### config.mk
export PLATFORM = sky130hd
export DESIGN_NAME = uas_aux_slice
export DESIGN_NICKNAME = d
export VERILOG_FILES = /design/src/logic/uas_pkg.sv /design/src/logic/uas_change_detect.sv /design/src/logic/uas_aux_slice.sv
export VERILOG_INCLUDE_DIRS = /design/src /design/src/logic
export SDC_FILE = /design/constraint.sdc
export NUM_CORES = 1
export LEC_CHECK = 0
export ABC_CLOCK_PERIOD_IN_PS = 2560
export BUFFER_PORTS_ARGS = -buffer_cell sky130_fd_sc_hd__buf_2
export CORE_ASPECT_RATIO = 1.4
export CORE_UTILIZATION = 48
export DETAILED_ROUTE_END_ITERATION = 7
export PLACE_DENSITY_LB_ADDON = 0.25
export SYNTH_ARGS = -nofsm -noshare
export SYNTH_HDL_FRONTEND = slang
export SYNTH_SLANG_ARGS = --single-unit
### constraint.sdc
create_clock -name mclk -period 2.56 [get_ports mclk]
set_clock_uncertainty 0.1 [all_clocks]
set_input_delay 0.512 -clock mclk [delete_from_list [all_inputs] [get_ports mclk]]
set_output_delay 0.512 -clock mclk [all_outputs]
set_load 0.05 [all_outputs]
### src/logic/uas_aux_regs.svh
// Register offsets, field positions and reset values of the auxiliary register slice
`ifndef UAS_AUX_REGS_SVH
`define UAS_AUX_REGS_SVH

// ----------------------------------------------------------------------
// Register byte offsets
// ----------------------------------------------------------------------
`define UAS_OFF_MODEM_STATUS 8'h18
`define UAS_OFF_SCRATCH 8'h1C
`define UAS_OFF_LP_DIV_LOW 8'h20
`define UAS_OFF_LP_DIV_HIGH 8'h24
`define UAS_OFF_ALIAS_FIRST 8'h30
`define UAS_OFF_ALIAS_LAST 8'h6C
`define UAS_OFF_TEST_ENABLE 8'h70
`define UAS_OFF_TX_TEST_READ 8'h74
`define UAS_OFF_RX_TEST_WRITE 8'h78
`define UAS_OFF_INT_STATUS 8'h90
`define UAS_OFF_INT_MASK 8'h94

// ----------------------------------------------------------------------
// Field positions
// ----------------------------------------------------------------------
`define UAS_MSTAT_CTS_CHANGED 0
`define UAS_MSTAT_CTS_LEVEL 4
`define UAS_TEST_ENABLE_BIT 0
`define UAS_RXTEST_PARITY 8
`define UAS_RXTEST_FRAMING 9
`define UAS_INT_CTS 0
`define UAS_INT_DLAB_CLASH 1
`define UAS_INT_RX_EMPTY 2
`define UAS_INT_TX_FULL 3
`define UAS_INT_BITS 4

// ----------------------------------------------------------------------
// Reset values
// ----------------------------------------------------------------------
`define UAS_RST_BYTE 8'h00
`define UAS_RST_TEST_ENABLE 1'h0
`define UAS_RST_INT 4'h0
`define UAS_RST_WORD 32'h00000000

`endif

### src/logic/uas_pkg.sv
// Types shared by the auxiliary register slice
package uas_pkg;

  // One data byte of the serial path
  typedef logic [7:0] uas_byte_t;

  // Register selected by a bus address
  typedef enum logic [3:0] {
    REGION_NONE,
    REGION_MODEM,
    REGION_SCRATCH,
    REGION_LP_LOW,
    REGION_LP_HIGH,
    REGION_ALIAS,
    REGION_TEST_EN,
    REGION_TX_TEST,
    REGION_RX_TEST,
    REGION_INT_STAT,
    REGION_INT_MASK
  } uas_region_e;

endpackage

### src/logic/uas_change_detect.sv
// Level change detector with sticky per-line flags
`timescale 1ns/1ps
module uas_change_detect #(
  parameter int WIDTH = 1
) (
  // Clock and reset
  input wire logic mclk,
  input wire logic reset,
  // Watched levels
  input wire logic [WIDTH-1:0] level,
  // Clear request, one cycle
  input wire logic clear,
  // Sticky change flags and change pulses
  output logic [WIDTH-1:0] changed_q,
  output logic [WIDTH-1:0] edge_q
);

  // Last seen level of each line
  logic [WIDTH-1:0] last_q;

  // Refused at elaboration, before any vector gets a negative width
  generate
    if (WIDTH < 1) begin : g_bad_width
      $error("uas_change_detect: WIDTH must be at least 1");
    end
  endgenerate

  genvar i;
  generate
    for (i = 0; i < WIDTH; i = i + 1) begin : g_line
      // Track level; reset assumes deasserted line (pin high)
      always_ff @(posedge mclk) begin
        if (reset) begin
          last_q[i] <= 1'b1;
          edge_q[i] <= 1'b0;
        end else begin
          last_q[i] <= level[i];
          edge_q[i] <= level[i] ^ last_q[i];
        end
      end

      // Sticky flag; a change in the clearing cycle wins
      always_ff @(posedge mclk) begin
        if (reset) begin
          changed_q[i] <= 1'b0;
        end else if (level[i] ^ last_q[i]) begin
          changed_q[i] <= 1'b1; // RULE1
        end else if (clear) begin
          changed_q[i] <= 1'b0; // RULE11
        end
      end
    end
  endgenerate

endmodule

### src/logic/uas_aux_slice.sv
// Auxiliary register slice of the serial port: modem change flag, scratch, aliases, test
//
// Behaviour
// RULE1 - Clear-to-send change sets modem status bit zero
// RULE2 - Scratch byte at 0x1C, reset zero
// RULE3 - Low-power divisor low byte at 0x20
// RULE4 - Low-power divisor high byte at 0x24
// RULE5 - Alias reads return and pop receive byte
// RULE6 - Alias writes push transmit byte like normal
// RULE7 - Test enable bit at 0x70, option gated
// RULE8 - Master uses aliases only with divisor access clear
// RULE9 - Test mode reads return transmit head byte
// RULE10 - Test mode writes push byte with error flags
// RULE11 - Reading modem status clears change flag
`timescale 1ns/1ps
`include "uas_aux_regs.svh"
module uas_aux_slice #(
  parameter int ADDR_W = 8,
  parameter bit LOWPOWER_RX_OPTION = 1'b1,
  parameter bit SHADOW_OPTION = 1'b1,
  parameter bit FIFO_TEST_OPTION = 1'b1
) (
  // Clock and reset
  input wire logic mclk,
  input wire logic reset,
  // Register port
  input wire logic [ADDR_W-1:0] reg_addr,
  input wire logic [31:0] reg_wdata,
  input wire logic reg_wr,
  input wire logic reg_rd,
  output logic [31:0] reg_rdata_q,
  // Modem control input, active low
  input wire logic cts_n,
  // Divisor latch access bit of line control
  input wire logic line_control_dlab,
  // Receive buffer side
  input wire logic [7:0] receive_buffer,
  input wire logic receive_valid,
  output logic receive_pop_q,
  // Transmit holding side
  input wire logic transmit_ready,
  output logic [7:0] transmit_holding_q,
  output logic transmit_push_q,
  // Test access to the buffers
  input wire logic [7:0] transmit_head,
  output logic test_mode_q,
  output logic [7:0] test_rx_data_q,
  output logic test_rx_parity_q,
  output logic test_rx_framing_q,
  output logic test_rx_push_q,
  // Low-power receive divisor
  output logic [15:0] lowpower_divisor_q,
  // Interrupt
  output logic irq_q
);

  // ----------------------------------------------------------------------
  // Elaboration checks
  // ----------------------------------------------------------------------

  // The offsets need at least eight address bits
  generate
    if (ADDR_W < 8 || ADDR_W > 32) begin : g_bad_addr_w
      $error("uas_aux_slice: ADDR_W must lie between 8 and 32");
    end
  endgenerate

  // ----------------------------------------------------------------------
  // Address decoding
  // ----------------------------------------------------------------------

  // Map an address to the register it selects; used by reads and writes
  function automatic uas_pkg::uas_region_e decode(input logic [ADDR_W-1:0] addr);
    logic [7:0] low;
    logic high_zero;
    low = addr[7:0];
    high_zero = (addr >> 8) == '0;
    decode = uas_pkg::REGION_NONE;
    if (!high_zero || low[1:0] != 2'h0) begin
      // Off the map or not word aligned
      decode = uas_pkg::REGION_NONE;
    end else if (low == `UAS_OFF_MODEM_STATUS) begin
      decode = uas_pkg::REGION_MODEM;
    end else if (low == `UAS_OFF_SCRATCH) begin
      decode = uas_pkg::REGION_SCRATCH;
    end else if (low == `UAS_OFF_LP_DIV_LOW && LOWPOWER_RX_OPTION) begin
      decode = uas_pkg::REGION_LP_LOW;
    end else if (low == `UAS_OFF_LP_DIV_HIGH && LOWPOWER_RX_OPTION) begin
      decode = uas_pkg::REGION_LP_HIGH;
    end else if (low >= `UAS_OFF_ALIAS_FIRST && low <= `UAS_OFF_ALIAS_LAST
                 && SHADOW_OPTION) begin
      decode = uas_pkg::REGION_ALIAS;
    end else if (low == `UAS_OFF_TEST_ENABLE) begin
      decode = uas_pkg::REGION_TEST_EN;
    end else if (low == `UAS_OFF_TX_TEST_READ && FIFO_TEST_OPTION) begin
      decode = uas_pkg::REGION_TX_TEST;
    end else if (low == `UAS_OFF_RX_TEST_WRITE && FIFO_TEST_OPTION) begin
      decode = uas_pkg::REGION_RX_TEST;
    end else if (low == `UAS_OFF_INT_STATUS) begin
      decode = uas_pkg::REGION_INT_STAT;
    end else if (low == `UAS_OFF_INT_MASK) begin
      decode = uas_pkg::REGION_INT_MASK;
    end
  endfunction

  // Decoded region of the current access
  uas_pkg::uas_region_e region;
  // Qualified strobes per region of interest
  logic rd_modem;
  logic alias_rd;
  logic alias_wr;
  logic alias_clash;

  assign region = decode(reg_addr);
  assign rd_modem = reg_rd && region == uas_pkg::REGION_MODEM;
  // Aliases only answer while the divisor latch is not selected
  assign alias_rd = reg_rd && region == uas_pkg::REGION_ALIAS && !line_control_dlab; // RULE5
  assign alias_wr = reg_wr && region == uas_pkg::REGION_ALIAS && !line_control_dlab; // RULE6
  // A master that breaks the access order is flagged, not obeyed
  assign alias_clash = (reg_rd || reg_wr) && region == uas_pkg::REGION_ALIAS
                       && line_control_dlab; // RULE8

  // ----------------------------------------------------------------------
  // Registers written by software
  // ----------------------------------------------------------------------

  // Scratch byte: pure storage, steers nothing
  uas_pkg::uas_byte_t scratch_byte_q;
  // Interrupt mask, same layout as status
  logic [`UAS_INT_BITS-1:0] int_mask_q;
  // Mask as it stands after this edge, so the output follows a mask write at once
  logic [`UAS_INT_BITS-1:0] int_mask_d;
  // Sticky interrupt status
  logic [`UAS_INT_BITS-1:0] int_status_q;

  // Scratch byte storage
  always_ff @(posedge mclk) begin
    if (reset) begin
      scratch_byte_q <= `UAS_RST_BYTE;
    end else if (reg_wr && region == uas_pkg::REGION_SCRATCH) begin
      scratch_byte_q <= reg_wdata[7:0]; // RULE2
    end
  end

  // Low-power divisor bytes; absent option leaves them at reset
  always_ff @(posedge mclk) begin
    if (reset) begin
      lowpower_divisor_q <= {`UAS_RST_BYTE, `UAS_RST_BYTE};
    end else if (reg_wr && region == uas_pkg::REGION_LP_LOW) begin
      lowpower_divisor_q[7:0] <= reg_wdata[7:0]; // RULE3
    end else if (reg_wr && region == uas_pkg::REGION_LP_HIGH) begin
      lowpower_divisor_q[15:8] <= reg_wdata[7:0]; // RULE4
    end
  end

  // Test access enable; writes ignored without the test option
  always_ff @(posedge mclk) begin
    if (reset) begin
      test_mode_q <= `UAS_RST_TEST_ENABLE;
    end else if (reg_wr && region == uas_pkg::REGION_TEST_EN && FIFO_TEST_OPTION) begin
      test_mode_q <= reg_wdata[`UAS_TEST_ENABLE_BIT]; // RULE7
    end
  end

  // Interrupt mask
  always_ff @(posedge mclk) begin
    if (reset) begin
      int_mask_q <= `UAS_RST_INT;
    end else if (reg_wr && region == uas_pkg::REGION_INT_MASK) begin
      int_mask_q <= reg_wdata[`UAS_INT_BITS-1:0];
    end
  end

  // ----------------------------------------------------------------------
  // Clear-to-send change tracking
  // ----------------------------------------------------------------------

  // Sticky change flag and change pulse from the detector
  logic cts_changed_q;
  logic cts_edge_q;

  // Pin is taken as synchronous, so no synchroniser in front
  uas_change_detect #(
    .WIDTH(1)
  ) u_cts_detect (
    .mclk(mclk),
    .reset(reset),
    .level(cts_n),
    .clear(rd_modem),
    .changed_q(cts_changed_q),
    .edge_q(cts_edge_q)
  );

  // ----------------------------------------------------------------------
  // Interrupt status and output
  // ----------------------------------------------------------------------

  // Events of this cycle, one per status bit
  logic [`UAS_INT_BITS-1:0] int_event;
  // Bits software asks to clear
  logic [`UAS_INT_BITS-1:0] int_clear;

  always_comb begin
    int_event = `UAS_RST_INT;
    int_event[`UAS_INT_CTS] = cts_edge_q;
    int_event[`UAS_INT_DLAB_CLASH] = alias_clash;
    int_event[`UAS_INT_RX_EMPTY] = alias_rd && !receive_valid;
    int_event[`UAS_INT_TX_FULL] = alias_wr && !transmit_ready;
  end

  assign int_clear = (reg_wr && region == uas_pkg::REGION_INT_STAT) ?
                     reg_wdata[`UAS_INT_BITS-1:0] : `UAS_RST_INT;

  assign int_mask_d = (reg_wr && region == uas_pkg::REGION_INT_MASK) ?
                      reg_wdata[`UAS_INT_BITS-1:0] : int_mask_q;

  // Write one to clear; a new event in the same cycle survives
  always_ff @(posedge mclk) begin
    if (reset) begin
      int_status_q <= `UAS_RST_INT;
    end else begin
      int_status_q <= (int_status_q & ~int_clear) | int_event;
    end
  end

  // Level interrupt, registered so the output comes from a flop
  always_ff @(posedge mclk) begin
    if (reset) begin
      irq_q <= 1'b0;
    end else begin
      irq_q <= |(((int_status_q & ~int_clear) | int_event) & int_mask_d);
    end
  end

  // ----------------------------------------------------------------------
  // Buffer aliases
  // ----------------------------------------------------------------------

  // Pop the receive buffer once per alias read that found a byte
  always_ff @(posedge mclk) begin
    if (reset) begin
      receive_pop_q <= 1'b0;
    end else begin
      receive_pop_q <= alias_rd && receive_valid; // RULE5
    end
  end

  // Push a byte toward the transmitter; dropped when it cannot take it
  always_ff @(posedge mclk) begin
    if (reset) begin
      transmit_push_q <= 1'b0;
      transmit_holding_q <= `UAS_RST_BYTE;
    end else begin
      transmit_push_q <= alias_wr && transmit_ready; // RULE6
      if (alias_wr && transmit_ready) begin
        transmit_holding_q <= reg_wdata[7:0]; // RULE6
      end
    end
  end

  // ----------------------------------------------------------------------
  // Test access to the buffers
  // ----------------------------------------------------------------------

  // Injected receive byte with its error flags, one-cycle push
  always_ff @(posedge mclk) begin
    if (reset) begin
      test_rx_push_q <= 1'b0;
      test_rx_data_q <= `UAS_RST_BYTE;
      test_rx_parity_q <= 1'b0;
      test_rx_framing_q <= 1'b0;
    end else begin
      test_rx_push_q <= 1'b0;
      if (reg_wr && region == uas_pkg::REGION_RX_TEST && test_mode_q) begin
        test_rx_push_q <= 1'b1; // RULE10
        test_rx_data_q <= reg_wdata[7:0]; // RULE10
        test_rx_parity_q <= reg_wdata[`UAS_RXTEST_PARITY]; // RULE10
        test_rx_framing_q <= reg_wdata[`UAS_RXTEST_FRAMING]; // RULE10
      end
    end
  end

  // ----------------------------------------------------------------------
  // Read data
  // ----------------------------------------------------------------------

  // Value of the addressed register; zero for unmapped or write-only ones
  logic [31:0] read_word;

  always_comb begin
    read_word = `UAS_RST_WORD;
    case (region)
      uas_pkg::REGION_MODEM: begin
        // Only the clear-to-send bits live here; others read zero
        read_word[`UAS_MSTAT_CTS_CHANGED] = cts_changed_q; // RULE1
        read_word[`UAS_MSTAT_CTS_LEVEL] = !cts_n;
      end
      uas_pkg::REGION_SCRATCH: begin
        read_word[7:0] = scratch_byte_q; // RULE2
      end
      uas_pkg::REGION_LP_LOW: begin
        read_word[7:0] = lowpower_divisor_q[7:0]; // RULE3
      end
      uas_pkg::REGION_LP_HIGH: begin
        read_word[7:0] = lowpower_divisor_q[15:8]; // RULE4
      end
      uas_pkg::REGION_ALIAS: begin
        // Empty buffer or divisor access gives zero
        if (!line_control_dlab && receive_valid) begin
          read_word[7:0] = receive_buffer; // RULE5
        end
      end
      uas_pkg::REGION_TEST_EN: begin
        read_word[`UAS_TEST_ENABLE_BIT] = test_mode_q; // RULE7
      end
      uas_pkg::REGION_TX_TEST: begin
        // Valid only in test mode, else reads zero
        if (test_mode_q) begin
          read_word[7:0] = transmit_head; // RULE9
        end
      end
      uas_pkg::REGION_INT_STAT: begin
        read_word[`UAS_INT_BITS-1:0] = int_status_q;
      end
      uas_pkg::REGION_INT_MASK: begin
        read_word[`UAS_INT_BITS-1:0] = int_mask_q;
      end
      default: begin
        // Write-only and unmapped addresses read zero
        read_word = `UAS_RST_WORD;
      end
    endcase
  end

  // Read data stand for the one cycle after the strobe, zero otherwise
  always_ff @(posedge mclk) begin
    if (reset) begin
      reg_rdata_q <= `UAS_RST_WORD;
    end else if (reg_rd) begin
      reg_rdata_q <= read_word;
    end else begin
      reg_rdata_q <= `UAS_RST_WORD;
    end
  end

endmodule

Word-level counts from Yosys, hierarchy flattened
Index checks and enable logic that the tools add are counted.
- equality and inequality tests: 19
- mux-type cells: 22
- bitwise operators: 7
- reductions and logical operators: 31
- $lt $le $gt $ge: 2
- operators by type and width (cell ; number):
    $mux 4 ; 13
    $eq 8x7->1 const B ; 3
    $logic_and 1x1->1 ; 21
    $pmux 3 s7 ; 1
    $eq 4x3->1 const B ; 4
    $eq 8x5->1 const B ; 2
    $eq 8x6->1 const B ; 2
    $eq 8x8->1 const B ; 2
    $mux 8 ; 2
    $pmux 3 s5 ; 1
    $eq 4x4->1 const B ; 3
    $pmux 1 s9 ; 1
    $and 4x4->4 ; 2
    $eq 4x2->1 const B ; 2
    $ge 8x6->1 const B ; 1
    $le 8x7->1 const B ; 1
    $pmux 1 s6 ; 1
    $eq 4x1->1 const B ; 1
    $logic_not 1->1 ; 4
    $not 4->4 ; 1
    $or 4x4->4 ; 1
    $reduce_bool 2->1 ; 2
    $reduce_or 4->1 ; 1
    $mux 1 ; 3
    other kinds (5) ; 6
- flip-flop bits (word level): 90
- output and inout bits: 71
- logic and storage cells: 100
- input bits: 64

Logic depth before layout (Yosys ltp)
Gate-level depths: netlist of run 1.
- depth in word-level cells: 20
- depth in mapped cells: 9
- depth with buffers taken out: 6

By module
From an unflattened synthesis of run 1, not the netlist that was laid out.
- cells, all modules: 369
- area, all modules: 3377.0 um^2
- modules (own cells, without submodules) (module ; times used ; cells an instance ; area each (um^2) ; seq. area each (um^2)):
    uas_aux_slice ; 1 ; 361 ; 3286.9 ; 1261.2
    uas_change_detect ; 1 ; 8 ; 90.1 ; 60.1

Worst setup path before layout of run 1
Ideal clock, no wire load.
- path kind: input to register
- start point: input port reg_addr[4]
- end point: register transmit_holding_q[1]
- setup time: 0.072 ns
- data required time: 2.388 ns
- slack: 0.259 ns
- path buffers: 1
- stages on the path: 7
- data arrival time: 2.130 ns
- cells stage by stage: or3_1 -> a21boi_2 -> a211oi_4 -> a2111oi_4 -> and3_1 -> buf_6 -> mux2i_1
- word-level cells in the longest chain between the ends: 16
- elaborated cells on any way between the ends: 27
- those cells by class: 2 x order compare; 10 x eq/ne; 11 x mux; 4 x reduce/logical
- ends and longest elaborated chain (element ; line ; text):
    start, declared ; uas_aux_slice.sv:27 ; input wire logic [ADDR_W-1:0] reg_addr,
    $eq 8x8->1 (no source line) ; n/a ;
    $mux 4 ; uas_aux_slice.sv:101 ; end else if (low == `UAS_OFF_INT_MASK) begin
    $mux 4 ; uas_aux_slice.sv:99 ; end else if (low == `UAS_OFF_INT_STATUS) begin
    $mux 4 ; uas_aux_slice.sv:97 ; end else if (low == `UAS_OFF_RX_TEST_WRITE && FIFO_TEST_OPTION) begin
    $mux 4 ; uas_aux_slice.sv:95 ; end else if (low == `UAS_OFF_TX_TEST_READ && FIFO_TEST_OPTION) begin
    $mux 4 ; uas_aux_slice.sv:93 ; end else if (low == `UAS_OFF_TEST_ENABLE) begin
    $mux 4 ; uas_aux_slice.sv:90 ; end else if (low >= `UAS_OFF_ALIAS_FIRST && low <= `UAS_OFF_ALIAS_LAST
    $mux 4 ; uas_aux_slice.sv:88 ; end else if (low == `UAS_OFF_LP_DIV_HIGH && LOWPOWER_RX_OPTION) begin
    $mux 4 ; uas_aux_slice.sv:86 ; end else if (low == `UAS_OFF_LP_DIV_LOW && LOWPOWER_RX_OPTION) begin
    $mux 4 ; uas_aux_slice.sv:84 ; end else if (low == `UAS_OFF_SCRATCH) begin
    $mux 4 * ; uas_aux_slice.sv:82 ; end else if (low == `UAS_OFF_MODEM_STATUS) begin
    $mux 4 * ; uas_aux_slice.sv:79 ; if (!high_zero || low[1:0] != 2'h0) begin
    $eq 4x3->1 * ; uas_aux_slice.sv:118 ; assign alias_wr = reg_wr && region == uas_pkg::REGION_ALIAS && !line_control_dlab;
    $logic_and 1x1->1 * (2 in a row) ; uas_aux_slice.sv:118 ;
    $logic_and 1x1->1 * ; uas_aux_slice.sv:255 ; if (alias_wr && transmit_ready) begin
    end signal, assigned ; uas_aux_slice.sv:252 ; transmit_holding_q <= `UAS_RST_BYTE;
    end signal, assigned ; uas_aux_slice.sv:256 ; transmit_holding_q <= reg_wdata[7:0];
    end, declared ; uas_aux_slice.sv:42 ; output logic [7:0] transmit_holding_q,
Every way passes the cells marked *; elsewhere a longest branch is shown, timed or not.
A chain may end at the register's enable or synchronous reset.

Final worst setup path of run 1
- start point: input port reg_addr[5]
- end point: register irq_q
- word-level cells in the longest chain between the ends: 20
- elaborated cells on any way between the ends: 43
- those cells by class: 2 x order compare; 12 x eq/ne; 13 x mux; 4 x bitwise; 12 x reduce/logical
- ends and longest elaborated chain (element ; line ; text):
    $eq 8x8->1 (no source line) ; n/a ;
    $mux 4 ; uas_aux_slice.sv:101 ;
    $mux 4 ; uas_aux_slice.sv:99 ;
    $mux 4 ; uas_aux_slice.sv:97 ;
    $mux 4 ; uas_aux_slice.sv:95 ;
    $mux 4 ; uas_aux_slice.sv:93 ;
    $mux 4 ; uas_aux_slice.sv:90 ;
    $mux 4 ; uas_aux_slice.sv:88 ;
    [4 not listed] ; n/a ;
    $eq 4x4->1 ; uas_aux_slice.sv:211 ; assign int_clear = (reg_wr && region == uas_pkg::REGION_INT_STAT) ?
    $logic_and 1x1->1 ; uas_aux_slice.sv:211 ;
    $mux 4 (no source line) ; n/a ;
    $not 4->4 ; uas_aux_slice.sv:231 ; irq_q <= |(((int_status_q & ~int_clear) | int_event) & int_mask_d);
    $and 4x4->4 ; uas_aux_slice.sv:231 ;
    $or 4x4->4 ; uas_aux_slice.sv:231 ;
    $and 4x4->4 * ; uas_aux_slice.sv:231 ;
    $reduce_or 4->1 * ; uas_aux_slice.sv:231 ;
    end signal, assigned ; uas_aux_slice.sv:231 ;
    end, declared ; uas_aux_slice.sv:54 ; output logic irq_q
Marks and branches as above.

==> results.txt, run 1 <==
----------------------------------------------------
[STA]
  Max_slew headroom ... 0.672
  Share of the clock period used by the worst path after layout ... 0.927
  Setup-failing EPs final ... 0
  Peak Freq ... 421 MHz
  Period minus WS final ... 2.37 ns
  Transition time at the pin with the least slew margin ... 0.480 ns
  Number of pins with negative max-slew slack in the final report ... 0
  Unrepaired setup endpoints after global routing ... false
  Number of hold violations in the final report ... 0

[Yosys]
  Yosys warnings ... 0
  Seq/Total Area, Yosys ... 0.396
  Synthesized area per cell ... 8.26 um^2
  Fraction of registers with async set or reset after synthesis ... 0
  Number of enable flip-flop cells after synthesis ... 0
  Dominant register cell in the synthesized netlist ... sky130_fd_sc_hd__dfxtp_1
  Post-synthesis cell area ... 0.00334 mm^2
  Number of synthesized register bits ... 66
  Instance count of the mapped netlist ... 404
  Post-synth cell types ... 62

[Cells and area]
  Share of layout cells above drive strength 1 ... 0.302
  Layout Area Growth over Synthesis ... 25.1%
  Leading cell type in the layout, fill and taps excluded ... sky130_fd_sc_hd__buf_2
  Final Util ... 0.627
  Number of inserted filler cells in the final layout ... 661
  Net count reported at finish ... 573
  Highest-count cells in the layout ignoring fill and taps ... 88 x sky130_fd_sc_hd__buf_2, 66 x sky130_fd_sc_hd__dfxtp_1, 63 x sky130_fd_sc_hd__nand2_1
  Sequential cell area in the final layout ... 0.00132 mm^2
  Area of the multi-input gates ... 0.00178 mm^2
  Inserted Diodes ... 0

[Worst setup path]
  Sequence of cells on the critical path ... buf_2, buf_4, nor4bb_1, buf_4, nand4_1, mux2i_1, a2111oi_0, a211oi_1, o221ai_1
  FF-to-FF End ... test_rx_data_q[4]$_SDFFE_PP0P_
  Register-to-register setup slack ... 0.78 ns
  Slowest cell on the critical path ... sky130_fd_sc_hd__a2111oi_0
  Category of the most critical setup path ... input port to flip-flop
  Number of cells on the worst reg-to-reg path ... 6
  Cell family with the largest share of critical-path delay ... compound AO/OA/AOI/OAI gates
  Buffer and inverter count on the worst path ... 3
  Critical path required time ... 2.70 ns
  Reg-to-reg critical path startpoint ... test_mode_q$_SDFFE_PP0P_
  CP Data Arrival Time ... 2.52 ns
  Highest cell delay on the worst timing path ... 0.49 ns
  Crit path top cell by count ... sky130_fd_sc_hd__buf_4
  Critical path endpoint category ... flip-flop
  Critical path fanouts, max ... 10
  Element type at the critical path start ... input port

[Worst hold path]
  Worst Hold Path EP ... test_rx_parity_q$_SDFFE_PP0P_
  Worst hold stages ... 3
  Worst min path class ... input port to flip-flop
  Hold path start ... reg_wdata[8]

[Pwr]
  Maximum vdd drop ... 0.363 mV
  Power share of the clock group ... 0.403
  Power density cells ... 525 mW/mm^2
  Leakage Power ... 1.83 nW
  Internal cell power ... 0.00161 W
  Switching part of the total ... 0.267
  Power spent charging and discharging nets ... 0.000584 W
  Combinational group share of total power ... 0.125
  Post-route total power ... 0.00219 W
  Share of power burned in registers ... 0.472

[Placed design]
  Port-buffer cells ... 88
  Final HPWL from detailed placement ... 7360 um
  Final estimated routing congestion in global placement ... 0.931

[Die]
  Standard-cell row count ... 35
  Initial core utilization ... 0.501
  Overall die width ... 72.5 um
  # IOs ... 135
  Core area ... 0.00666 mm^2
  Vert. Die Dim ... 101 um
  Total die area ... 0.00729 mm^2

[Drt]
  Post-route DRC ... 0
  First DRT Iteration DRCs ... 129
  Antenna Violating Nets Remaining ... 0
  DR vias/cell ... 5.38
  First-pass iteration count of the detailed router ... 5
  WL per Instance ... 16.2 um
  Routed vias ... 3262
  Total wire length ... 9800 um

[Global routing]
  GRT overflow ... 0
  Number of global-route vias before repair ... 3119
  Largest net degree at the start of global routing ... 38
  Number of antenna violations at the first check in global routing ... 0
  GR Util All Layers ... 0.280
  First-pass GRT wire length ... 15400 um

[Clocking]
  Root buffer selected by CTS ... sky130_fd_sc_hd__clkbuf_8
  Number of sinks driven by the clock tree ... 66
  Buffers inserted during post-CTS setup optimization ... 0
  Clock tree from TritonCTS ... yes
  Clock insertion delay at the later pin of the skew report ... 0.32 ns
  Clock-pin transition on the worst setup and hold timing paths ... 0.07 ns
  # resized after CTS ... 0
  Longest Clk Path Bufs ... 2
  TritonCTS buffer count ... 9
  Post-cts hold buffer count ... 0
  Htree depth ... 3

[Flow run]
  Number of max-capacitance violations reported ... 0

[Status]
  Run status ... finished clean

----------------------------------------------------
-- state kept, by name, summed over array words and instances, names as in the netlist --
name                    count
int_mask_q                  4
int_status_q                4
irq_q                       1
lowpower_divisor_q         16
receive_pop_q               1
reg_rdata_q                 8
scratch_byte_q              8
test_mode_q                 1
test_rx_data_q              8
test_rx_framing_q           1
test_rx_parity_q            1
test_rx_push_q              1
transmit_holding_q          8
transmit_push_q             1
u_cts_detect.changed_q      1
u_cts_detect.edge_q         1
u_cts_detect.last_q         1
-- how the worst max path moves through the flow --
stage,to,depth (start not counted),slack [ns],from
floorplan,transmit_holding_q[1]$_SDFFE_PP0P_,7,0.26,reg_addr[4]
global placement,irq_q$_SDFF_PP0_,9,-0.06,reg_addr[5]
detailed placement,irq_q$_SDFF_PP0_,9,-0.16,reg_addr[5]
CTS,irq_q$_SDFF_PP0_,9,0.18,reg_addr[5]
global route,irq_q$_SDFF_PP0_,9,0.11,reg_addr[5]
finish,irq_q$_SDFF_PP0_,9,0.19,reg_addr[5]
-- cells by family after synthesis --
kind of cell / after synthesis / synth area share
buffers and inverters: 59 / 0.101
multiplexers: 26 / 0.0795
AO/OA/AOI/OAI: 86 / 0.178
flip-flops: 66 / 0.396
AND/OR/NAND/NOR: 165 / 0.242
XOR/XNOR: 1 / 0.00263
other: 1 / 0.00112
-- routing by layer --
| layer | wire (um) | track usage | vias up |
|---|---|---|---|
| li1 | - | - | 1591 |
| met1 | 3980 | 0.317 | 1523 |
| met4 | 375 | 0.161 | 0 |
| met3 | 434 | 0.0520 | 22 |
| met2 | 5010 | 0.486 | 126 |
| met5 | 0 | 0 | - |
-- power groups by stage --
stage | logic [W] | registers, W | clock network (W)
after detailed placement | 0.000271 | 0.00106 | 0
after global routing | 0.000291 | 0.00104 | 0.000956
after global placement | 0.000270 | 0.00106 | 0
final | 0.000274 | 0.00104 | 0.000883
after CTS | 0.000272 | 0.00104 | 0.000903
after floorplan | 0.000202 | 0.00106 | 0
-- stage by stage --
stage / worst slack (ns) / hold WS, ns / std cells / setup TNS (ns) / area, um^2
after floorplan: 0.259 / 0.336 / 427 / 0 / 3420
after global placement: -0.0599 / 0.341 / 590 / -0.0960 / 3970
after detailed placement: -0.156 / 0.347 / 590 / -0.307 / 3970
after CTS: 0.183 / 0.315 / 606 / 0 / 4170
after global routing: 0.108 / 0.328 / 606 / 0 / 4170
final: 0.186 / 0.330 / 606 / 0 / 4170
-- Yosys cell counts (all sizes together) (2+ instances only) --
| library cell | number | area (um^2) |
|---|---|---|
| o22ai | 2 | 12.5 |
| and4b | 2 | 20.0 |
| a21boi | 2 | 18.8 |
| a22oi | 6 | 45.0 |
| a2111oi | 2 | 36.3 |
| clkbuf | 17 | 63.8 |
| nor3 | 4 | 20.0 |
| nor2b | 6 | 37.5 |
| or3 | 2 | 12.5 |
| a221oi | 2 | 17.5 |
| a32o | 2 | 20.0 |
| dfxtp | 66 | 1320 |
| buf | 35 | 245 |
| and3 | 2 | 12.5 |
| inv | 6 | 22.5 |
| o31a | 2 | 17.5 |
| nor3b | 2 | 15.0 |
| nor4b | 5 | 50.0 |
| o21ai | 6 | 30.0 |
| nor2 | 29 | 116 |
| o211ai | 2 | 15.0 |
| a21oi | 41 | 205 |
| nand3 | 36 | 180 |
| a32oi | 3 | 26.3 |
| a211oi | 5 | 50.1 |
| and2 | 2 | 12.5 |
| mux2 | 4 | 45.0 |
| mux2i | 22 | 220 |
| a222oi | 3 | 30.0 |
| or2 | 3 | 18.8 |
| nand2 | 63 | 236 |
-- layout make-up --
class / count / share of cell area
multi-input combinational: 302 / 0.426
clock inverter: 5 / 0.0126
inverter: 7 / 0.00630
timing repair buffer: 123 / 0.175
tap: 92 / 0.0276
sequential: 66 / 0.317
clock buffer: 11 / 0.0363
-- worst register-to-register path, stage by stage (launching register included) --
cell and delay [ns]:
sky130_fd_sc_hd__dfxtp_1 0.44, sky130_fd_sc_hd__nand3_1 0.10, sky130_fd_sc_hd__nor4b_1 0.36, sky130_fd_sc_hd__nand3_1 0.23
sky130_fd_sc_hd__buf_12 0.22, sky130_fd_sc_hd__mux2i_1 0.16, sky130_fd_sc_hd__nor2_1 0.06
No activity file was read; power rests on OpenSTA's default activity.
==> run 2, diff against run 1 <==
CORE_UTILIZATION = 49   (was 48)
SYNTH_HIERARCHICAL = 1   (was default)
==> run 2 against run 1 <==
Effect of this change: sequential share of layout area rose by 0.74 points; critical endpoint unchanged; critical path type unchanged; clock-buffer cell count decreased by 2; design area is 2.3% lower; sequential cell count is the same.
==> results.txt, run 2 <==
----------------------------------------------------
[Status]
  Run status ... finished clean

[Drt]
  Routed vias ... 3057
  Post-route DRC ... 0
  Total wire length ... 8660 um
  Antenna Violating Nets Remaining ... 0
  First DRT Iteration DRCs ... 299
  WL per Instance ... 15.6 um
  First-pass iteration count of the detailed router ... 5
  DR vias/cell ... 5.51

[Clocking]
  Clock tree from TritonCTS ... yes
  Htree depth ... 3
  Root buffer selected by CTS ... sky130_fd_sc_hd__clkbuf_8
  Clock insertion delay at the later pin of the skew report ... 0.36 ns
  Clock-pin transition on the worst setup and hold timing paths ... 0.07 ns
  TritonCTS buffer count ... 9
  Number of sinks driven by the clock tree ... 66
  # resized after CTS ... 0
  Longest Clk Path Bufs ... 2
  Post-cts hold buffer count ... 0
  Buffers inserted during post-CTS setup optimization ... 0

[Pwr]
  Leakage Power ... 1.82 nW
  Power density cells ... 577 mW/mm^2
  Maximum vdd drop ... 0.296 mV

[Worst setup path]
  Critical path fanouts, max ... 9
  Critical path required time ... 2.68 ns
  CP Data Arrival Time ... 2.30 ns
  Critical path endpoint category ... flip-flop
  Category of the most critical setup path ... input port to flip-flop
  Element type at the critical path start ... input port

[STA]
  Final total negative setup slack ... 0 ns
  Transition time at the pin with the least slew margin ... 0.581 ns
  Setup-failing EPs final ... 0
  Unrepaired setup endpoints after global routing ... false
  Period minus WS final ... 2.18 ns
  Number of pins with negative max-slew slack in the final report ... 0
  Peak Freq ... 460 MHz
  Max_slew headroom ... 0.611
  Number of hold violations in the final report ... 0
  Smallest setup slack after layout ... 0.384 ns
  Share of the clock period used by the worst path after layout ... 0.850

[Placed design]
  Final HPWL from detailed placement ... 6450 um
  Placed inst area ... 0.00384 mm^2
  Post-placement setup slack ... 0.0471 ns
  Port-buffer cells ... 88
  Cells after DPL ... 539
  Final estimated routing congestion in global placement ... 0.930

[Yosys]
  Post-synth cell types ... 66
  Number of enable flip-flop cells after synthesis ... 0
  Number of synthesized register bits ... 66
  Post-synthesis cell area ... 0.00338 mm^2
  Instance count of the mapped netlist ... 369
  Synthesized area per cell ... 9.15 um^2
  Fraction of registers with async set or reset after synthesis ... 0
  Leading area contributor after synthesis ... sky130_fd_sc_hd__dfxtp_1
  Most numerous cell in the Yosys netlist ... sky130_fd_sc_hd__dfxtp_1
  Area share of the largest cell type after synthesis ... 0.391
  Dominant register cell in the synthesized netlist ... sky130_fd_sc_hd__dfxtp_1
  Synth cell count leaders ... 66 x sky130_fd_sc_hd__dfxtp_1, 31 x sky130_fd_sc_hd__mux2i_1, 29 x sky130_fd_sc_hd__nor2_1
  Seq/Total Area, Yosys ... 0.391
  Ranking of synthesized cells by area ... sky130_fd_sc_hd__dfxtp_1 39%, sky130_fd_sc_hd__mux2i_1 9.2%, sky130_fd_sc_hd__buf_4 5.6%
  Yosys warnings ... 6

[Die]
  Vert. Die Dim ... 100 um
  Total die area ... 0.00723 mm^2
  Overall die width ... 72.2 um
  Standard-cell row count ... 35
  Initial core utilization ... 0.511
  # IOs ... 135
  Core area ... 0.00661 mm^2

[Global routing]
  Largest net degree at the start of global routing ... 54
  Number of global-route vias before repair ... 2778
  GR Util All Layers ... 0.249
  First-pass GRT wire length ... 13800 um
  Number of antenna violations at the first check in global routing ... 0
  GRT overflow ... 0

[Cells and area]
  Highest-count cells in the layout ignoring fill and taps ... 88 x sky130_fd_sc_hd__buf_2, 66 x sky130_fd_sc_hd__dfxtp_1, 31 x sky130_fd_sc_hd__mux2i_1
  Net count reported at finish ... 522
  Final non-filler cell area ... 0.00408 mm^2
  Layout Area Growth over Synthesis ... 20.7%
  Number of standard cells in the final layout excluding fillers ... 555
  Final Util ... 0.617
  Inserted Diodes ... 0
  Most flop-heavy register ... lowpower_divisor_q
  Share of layout cells above drive strength 1 ... 0.302
  Largest register FFs ... 16
  Leading cell type in the layout, fill and taps excluded ... sky130_fd_sc_hd__buf_2

[Worst hold path]
  Worst min path class ... input port to flip-flop

[Flow run]
  Number of max-capacitance violations reported ... 0

----------------------------------------------------
run 2: cell count changes after synthesis, sizes merged, moves of 6 or more:
cell,before,now
a21boi,2,8
a21oi,41,22
mux2i,22,31
nand2,63,20
nand2b,1,21
nand3,36,18
run 2: path summary, 6_finish.rpt:
kind                                                startpoint                              to  slack, ns  cells past startpoint
worst min-delay path                         line_control_dlab        receive_pop_q$_SDFF_PP0_       0.28                      2
worst max register to register        test_mode_q$_SDFFE_PP0P_  test_rx_data_q[4]$_SDFFE_PP0P_       1.04                      4
worst max-delay path                               reg_addr[2]                irq_q$_SDFF_PP0_       0.38                      6
worst min register to register  scratch_byte_q[0]$_SDFFE_PP0P_  scratch_byte_q[0]$_SDFFE_PP0P_       0.36                      2
run 2: layer usage:
metal,GRT usage,vias to the layer above,share of wire
met5,0,-,0
met1,0.301,1434,0.41
met3,0.0562,19,0.063
li1,-,1471,-
met4,0.109,0,0.027
met2,0.418,133,0.50
run 2: critical path, cell delays in order:
cell and delay (ns):
sky130_fd_sc_hd__buf_2 0.15, sky130_fd_sc_hd__or4_1 0.73, sky130_fd_sc_hd__o41ai_2 0.41, sky130_fd_sc_hd__a221oi_1 0.17
sky130_fd_sc_hd__a221oi_2 0.20, sky130_fd_sc_hd__o211ai_1 0.12
run 2: logic make-up (layout without fill, tap and decap cells):
logic type / Yosys count / in the layout / synth area share
xor gates and xnor gates: 2 / 2 / 0.00741
AOI/OAI and AO/OA: 78 / 78 / 0.174
and+or+nand+nor: 134 / 134 / 0.233
buffers and inverters: 57 / 128 / 0.101
other: 1 / 24 / 0.00111
muxes: 31 / 31 / 0.0919
DFF: 66 / 66 / 0.391
run 2: power breakdown:
group | total [W] | internal, W | switching, W | leakage (nW)
clock | 0.00107 | 0.000646 | 0.000419 | 0.120
sequential | 0.00104 | 0.00103 | 0.00000332 | 0.533
combinational | 0.000253 | 0.0000667 | 0.000186 | 1.17
run 2: stage by stage:
| stage | total power (W) | hold WS [ns] |
|---|---|---|
| 2_1_floorplan | 0.00126 | 0.332 |
| 3_3_place_gp | 0.00131 | 0.341 |
| 3_5_place_dp | 0.00131 | 0.352 |
| 4_1_cts | 0.00236 | 0.281 |
| 5_1_grt | 0.00243 | 0.278 |
| 6_report | 0.00235 | 0.282 |
run 2: layout make-up:
| class | instances | area [um^2] |
|---|---|---|
| Multi-Input combinational cell | 269 | 1800 |
| Timing Repair Buffer | 103 | 566 |
| Clock buffer | 9 | 124 |
| Sequential cell | 66 | 1320 |
| Fill cell | 585 | 2530 |
| Tap cell | 92 | 115 |
| Inverter | 9 | 33.8 |
| Clock inverter | 7 | 116 |
==> run 3, diff against run 2 <==
ABC_CLOCK_PERIOD_IN_PS = 2000   (was 2560)
CORE_UTILIZATION = 44   (was 49)
clock period = 2 ns   (was 2.56 ns; I/O delays follow)
==> run 3 against run 2 <==
Effect of this change: non-clock buffer count rose by 45; via count rose by 4.2%; die area rose by 11%; critical endpoint is now test_rx_data_q[4]$_SDFFE_PP0P_; largest cell class unchanged; cell count rose by 9.0%.
==> results.txt, run 3 (synthesized netlist as in run 2, its figures left out) <==
----------------------------------------------------
[Clocking]
  Root buffer selected by CTS ... sky130_fd_sc_hd__clkbuf_8
  Clock insertion delay at the later pin of the skew report ... 0.35 ns
  # resized after CTS ... 0
  Clock tree from TritonCTS ... yes
  Number of sinks driven by the clock tree ... 66
  Longest Clk Path Bufs ... 2
  Htree depth ... 3
  TritonCTS buffer count ... 9
  Clock-pin transition on the worst setup and hold timing paths ... 0.07 ns
  Buffers inserted during post-CTS setup optimization ... 0
  Post-cts hold buffer count ... 0

[Cells and area]
  Leading cell type in the layout, fill and taps excluded ... sky130_fd_sc_hd__buf_2
  Number of standard cells in the final layout excluding fillers ... 605
  Net count reported at finish ... 567
  Most flop-heavy register ... lowpower_divisor_q
  Layout Area Growth over Synthesis ... 33.6%
  Share of layout cells above drive strength 1 ... 0.382
  Sequential cell area in the final layout ... 0.00132 mm^2
  Area of the multi-input gates ... 0.00190 mm^2
  Largest register FFs ... 16
  Number of inserted filler cells in the final layout ... 672
  Final non-filler cell area ... 0.00451 mm^2
  Inserted Diodes ... 0
  Highest-count cells in the layout ignoring fill and taps ... 88 x sky130_fd_sc_hd__buf_2, 66 x sky130_fd_sc_hd__dfxtp_1, 58 x sky130_fd_sc_hd__buf_4

[Global routing]
  First-pass GRT wire length ... 14800 um
  Number of antenna violations at the first check in global routing ... 0
  Number of global-route vias before repair ... 3040
  GRT overflow ... 0
  GR Util All Layers ... 0.238
  Largest net degree at the start of global routing ... 53

[Placed design]
  Final HPWL from detailed placement ... 7150 um
  Cells after DPL ... 589
  Final estimated routing congestion in global placement ... 0.893
  Port-buffer cells ... 88
  Placed inst area ... 0.00429 mm^2

[Worst setup path]
  CP Data Arrival Time ... 2.09 ns
  Critical path endpoint category ... flip-flop
  Element type at the critical path start ... input port
  Critical path required time ... 2.18 ns
  Category of the most critical setup path ... input port to flip-flop
  Critical path fanouts, max ... 9

[Drt]
  Routed vias ... 3186
  WL per Instance ... 15.3 um
  Total wire length ... 9230 um
  Post-route DRC ... 0
  Antenna Violating Nets Remaining ... 0
  First-pass iteration count of the detailed router ... 4
  DR vias/cell ... 5.27
  First DRT Iteration DRCs ... 205

[STA]
  Period minus WS final ... 1.91 ns
  Number of hold violations in the final report ... 0
  Share of the clock period used by the worst path after layout ... 0.956
  Setup-failing EPs final ... 0
  Min Hold Slack ... 0.177 ns
  Unrepaired setup endpoints after global routing ... false
  Final total negative setup slack ... 0 ns
  Number of pins with negative max-slew slack in the final report ... 0
  Peak Freq ... 523 MHz

[Die]
  Initial core utilization ... 0.456
  Core area ... 0.00741 mm^2
  Standard-cell row count ... 37
  # IOs ... 135
  Vert. Die Dim ... 106 um
  Total die area ... 0.00803 mm^2
  Overall die width ... 76.0 um

[Pwr]
  Maximum vdd drop ... 0.363 mV
  Power density cells ... 653 mW/mm^2
  Leakage Power ... 2.04 nW

[Worst hold path]
  Worst min path class ... input port to flip-flop

[Flow run]
  Number of max-capacitance violations reported ... 0

[Status]
  Run status ... finished clean

----------------------------------------------------
==> run 3: cell types whose count changed in the layout (fill, tap and decap cells not counted), moves of 2 or more <==
cell	change
sky130_fd_sc_hd__buf_4	+44
sky130_fd_sc_hd__and3_1	-2
sky130_fd_sc_hd__and3_4	+2
sky130_fd_sc_hd__o31ai_4	+2
==> run 3: final timing paths <==
kind	slack (ns)	cells past startpoint	startpoint	to
max	0.09	8	reg_addr[4]	test_rx_data_q[4]$_SDFFE_PP0P_
min	0.18	2	line_control_dlab	receive_pop_q$_SDFF_PP0_
max reg2reg	0.42	4	test_mode_q$_SDFFE_PP0P_	reg_rdata_q[6]$_SDFF_PP0_
min reg2reg	0.36	2	scratch_byte_q[1]$_SDFFE_PP0P_	scratch_byte_q[1]$_SDFFE_PP0P_
==> run 3: per-stage QoR <==
stage,setup WS (ns),total power (W),util
after global placement,-0.238,0.00173,0.580
after floorplan,-0.0316,0.00163,-
after detailed placement,-0.264,0.00174,0.580
after global routing,0.0169,0.00306,0.609
after CTS,0.110,0.00297,0.609
final,0.0890,0.00295,0.609
==> run 3: area by class of cell <==
type	count	area share
Sequential cell	66	0.293
Clock inverter	5	0.0172
Multi-Input combinational cell	269	0.421
Clock buffer	11	0.0313
Inverter	9	0.00749
Tap cell	97	0.0269
Timing Repair Buffer	148	0.203
==> run 3: where the power goes <==
| part | total (W) | internal [W] | switching, W |
|---|---|---|---|
| clock | 0.00124 | 0.000732 | 0.000508 |
| sequential | 0.00133 | 0.00132 | 0.00000523 |
| combinational | 0.000380 | 0.000125 | 0.000255 |
==> run 3: worst max-delay path, stage by stage <==
cell and delay (ns):
sky130_fd_sc_hd__buf_2 0.13, sky130_fd_sc_hd__buf_4 0.13, sky130_fd_sc_hd__or3b_1 0.44, sky130_fd_sc_hd__a211oi_1 0.31
sky130_fd_sc_hd__o21a_1 0.18, sky130_fd_sc_hd__or3_1 0.16, sky130_fd_sc_hd__buf_12 0.15, sky130_fd_sc_hd__mux2i_1 0.19
==> run 3: per-layer routing <==
metal,up-vias,GRT usage,part of all wire
met3,20,0.0571,0.054
met4,0,0.120,0.033
li1,1566,-,-
met5,-,0,0
met1,1480,0.262,0.40
met2,120,0.423,0.52
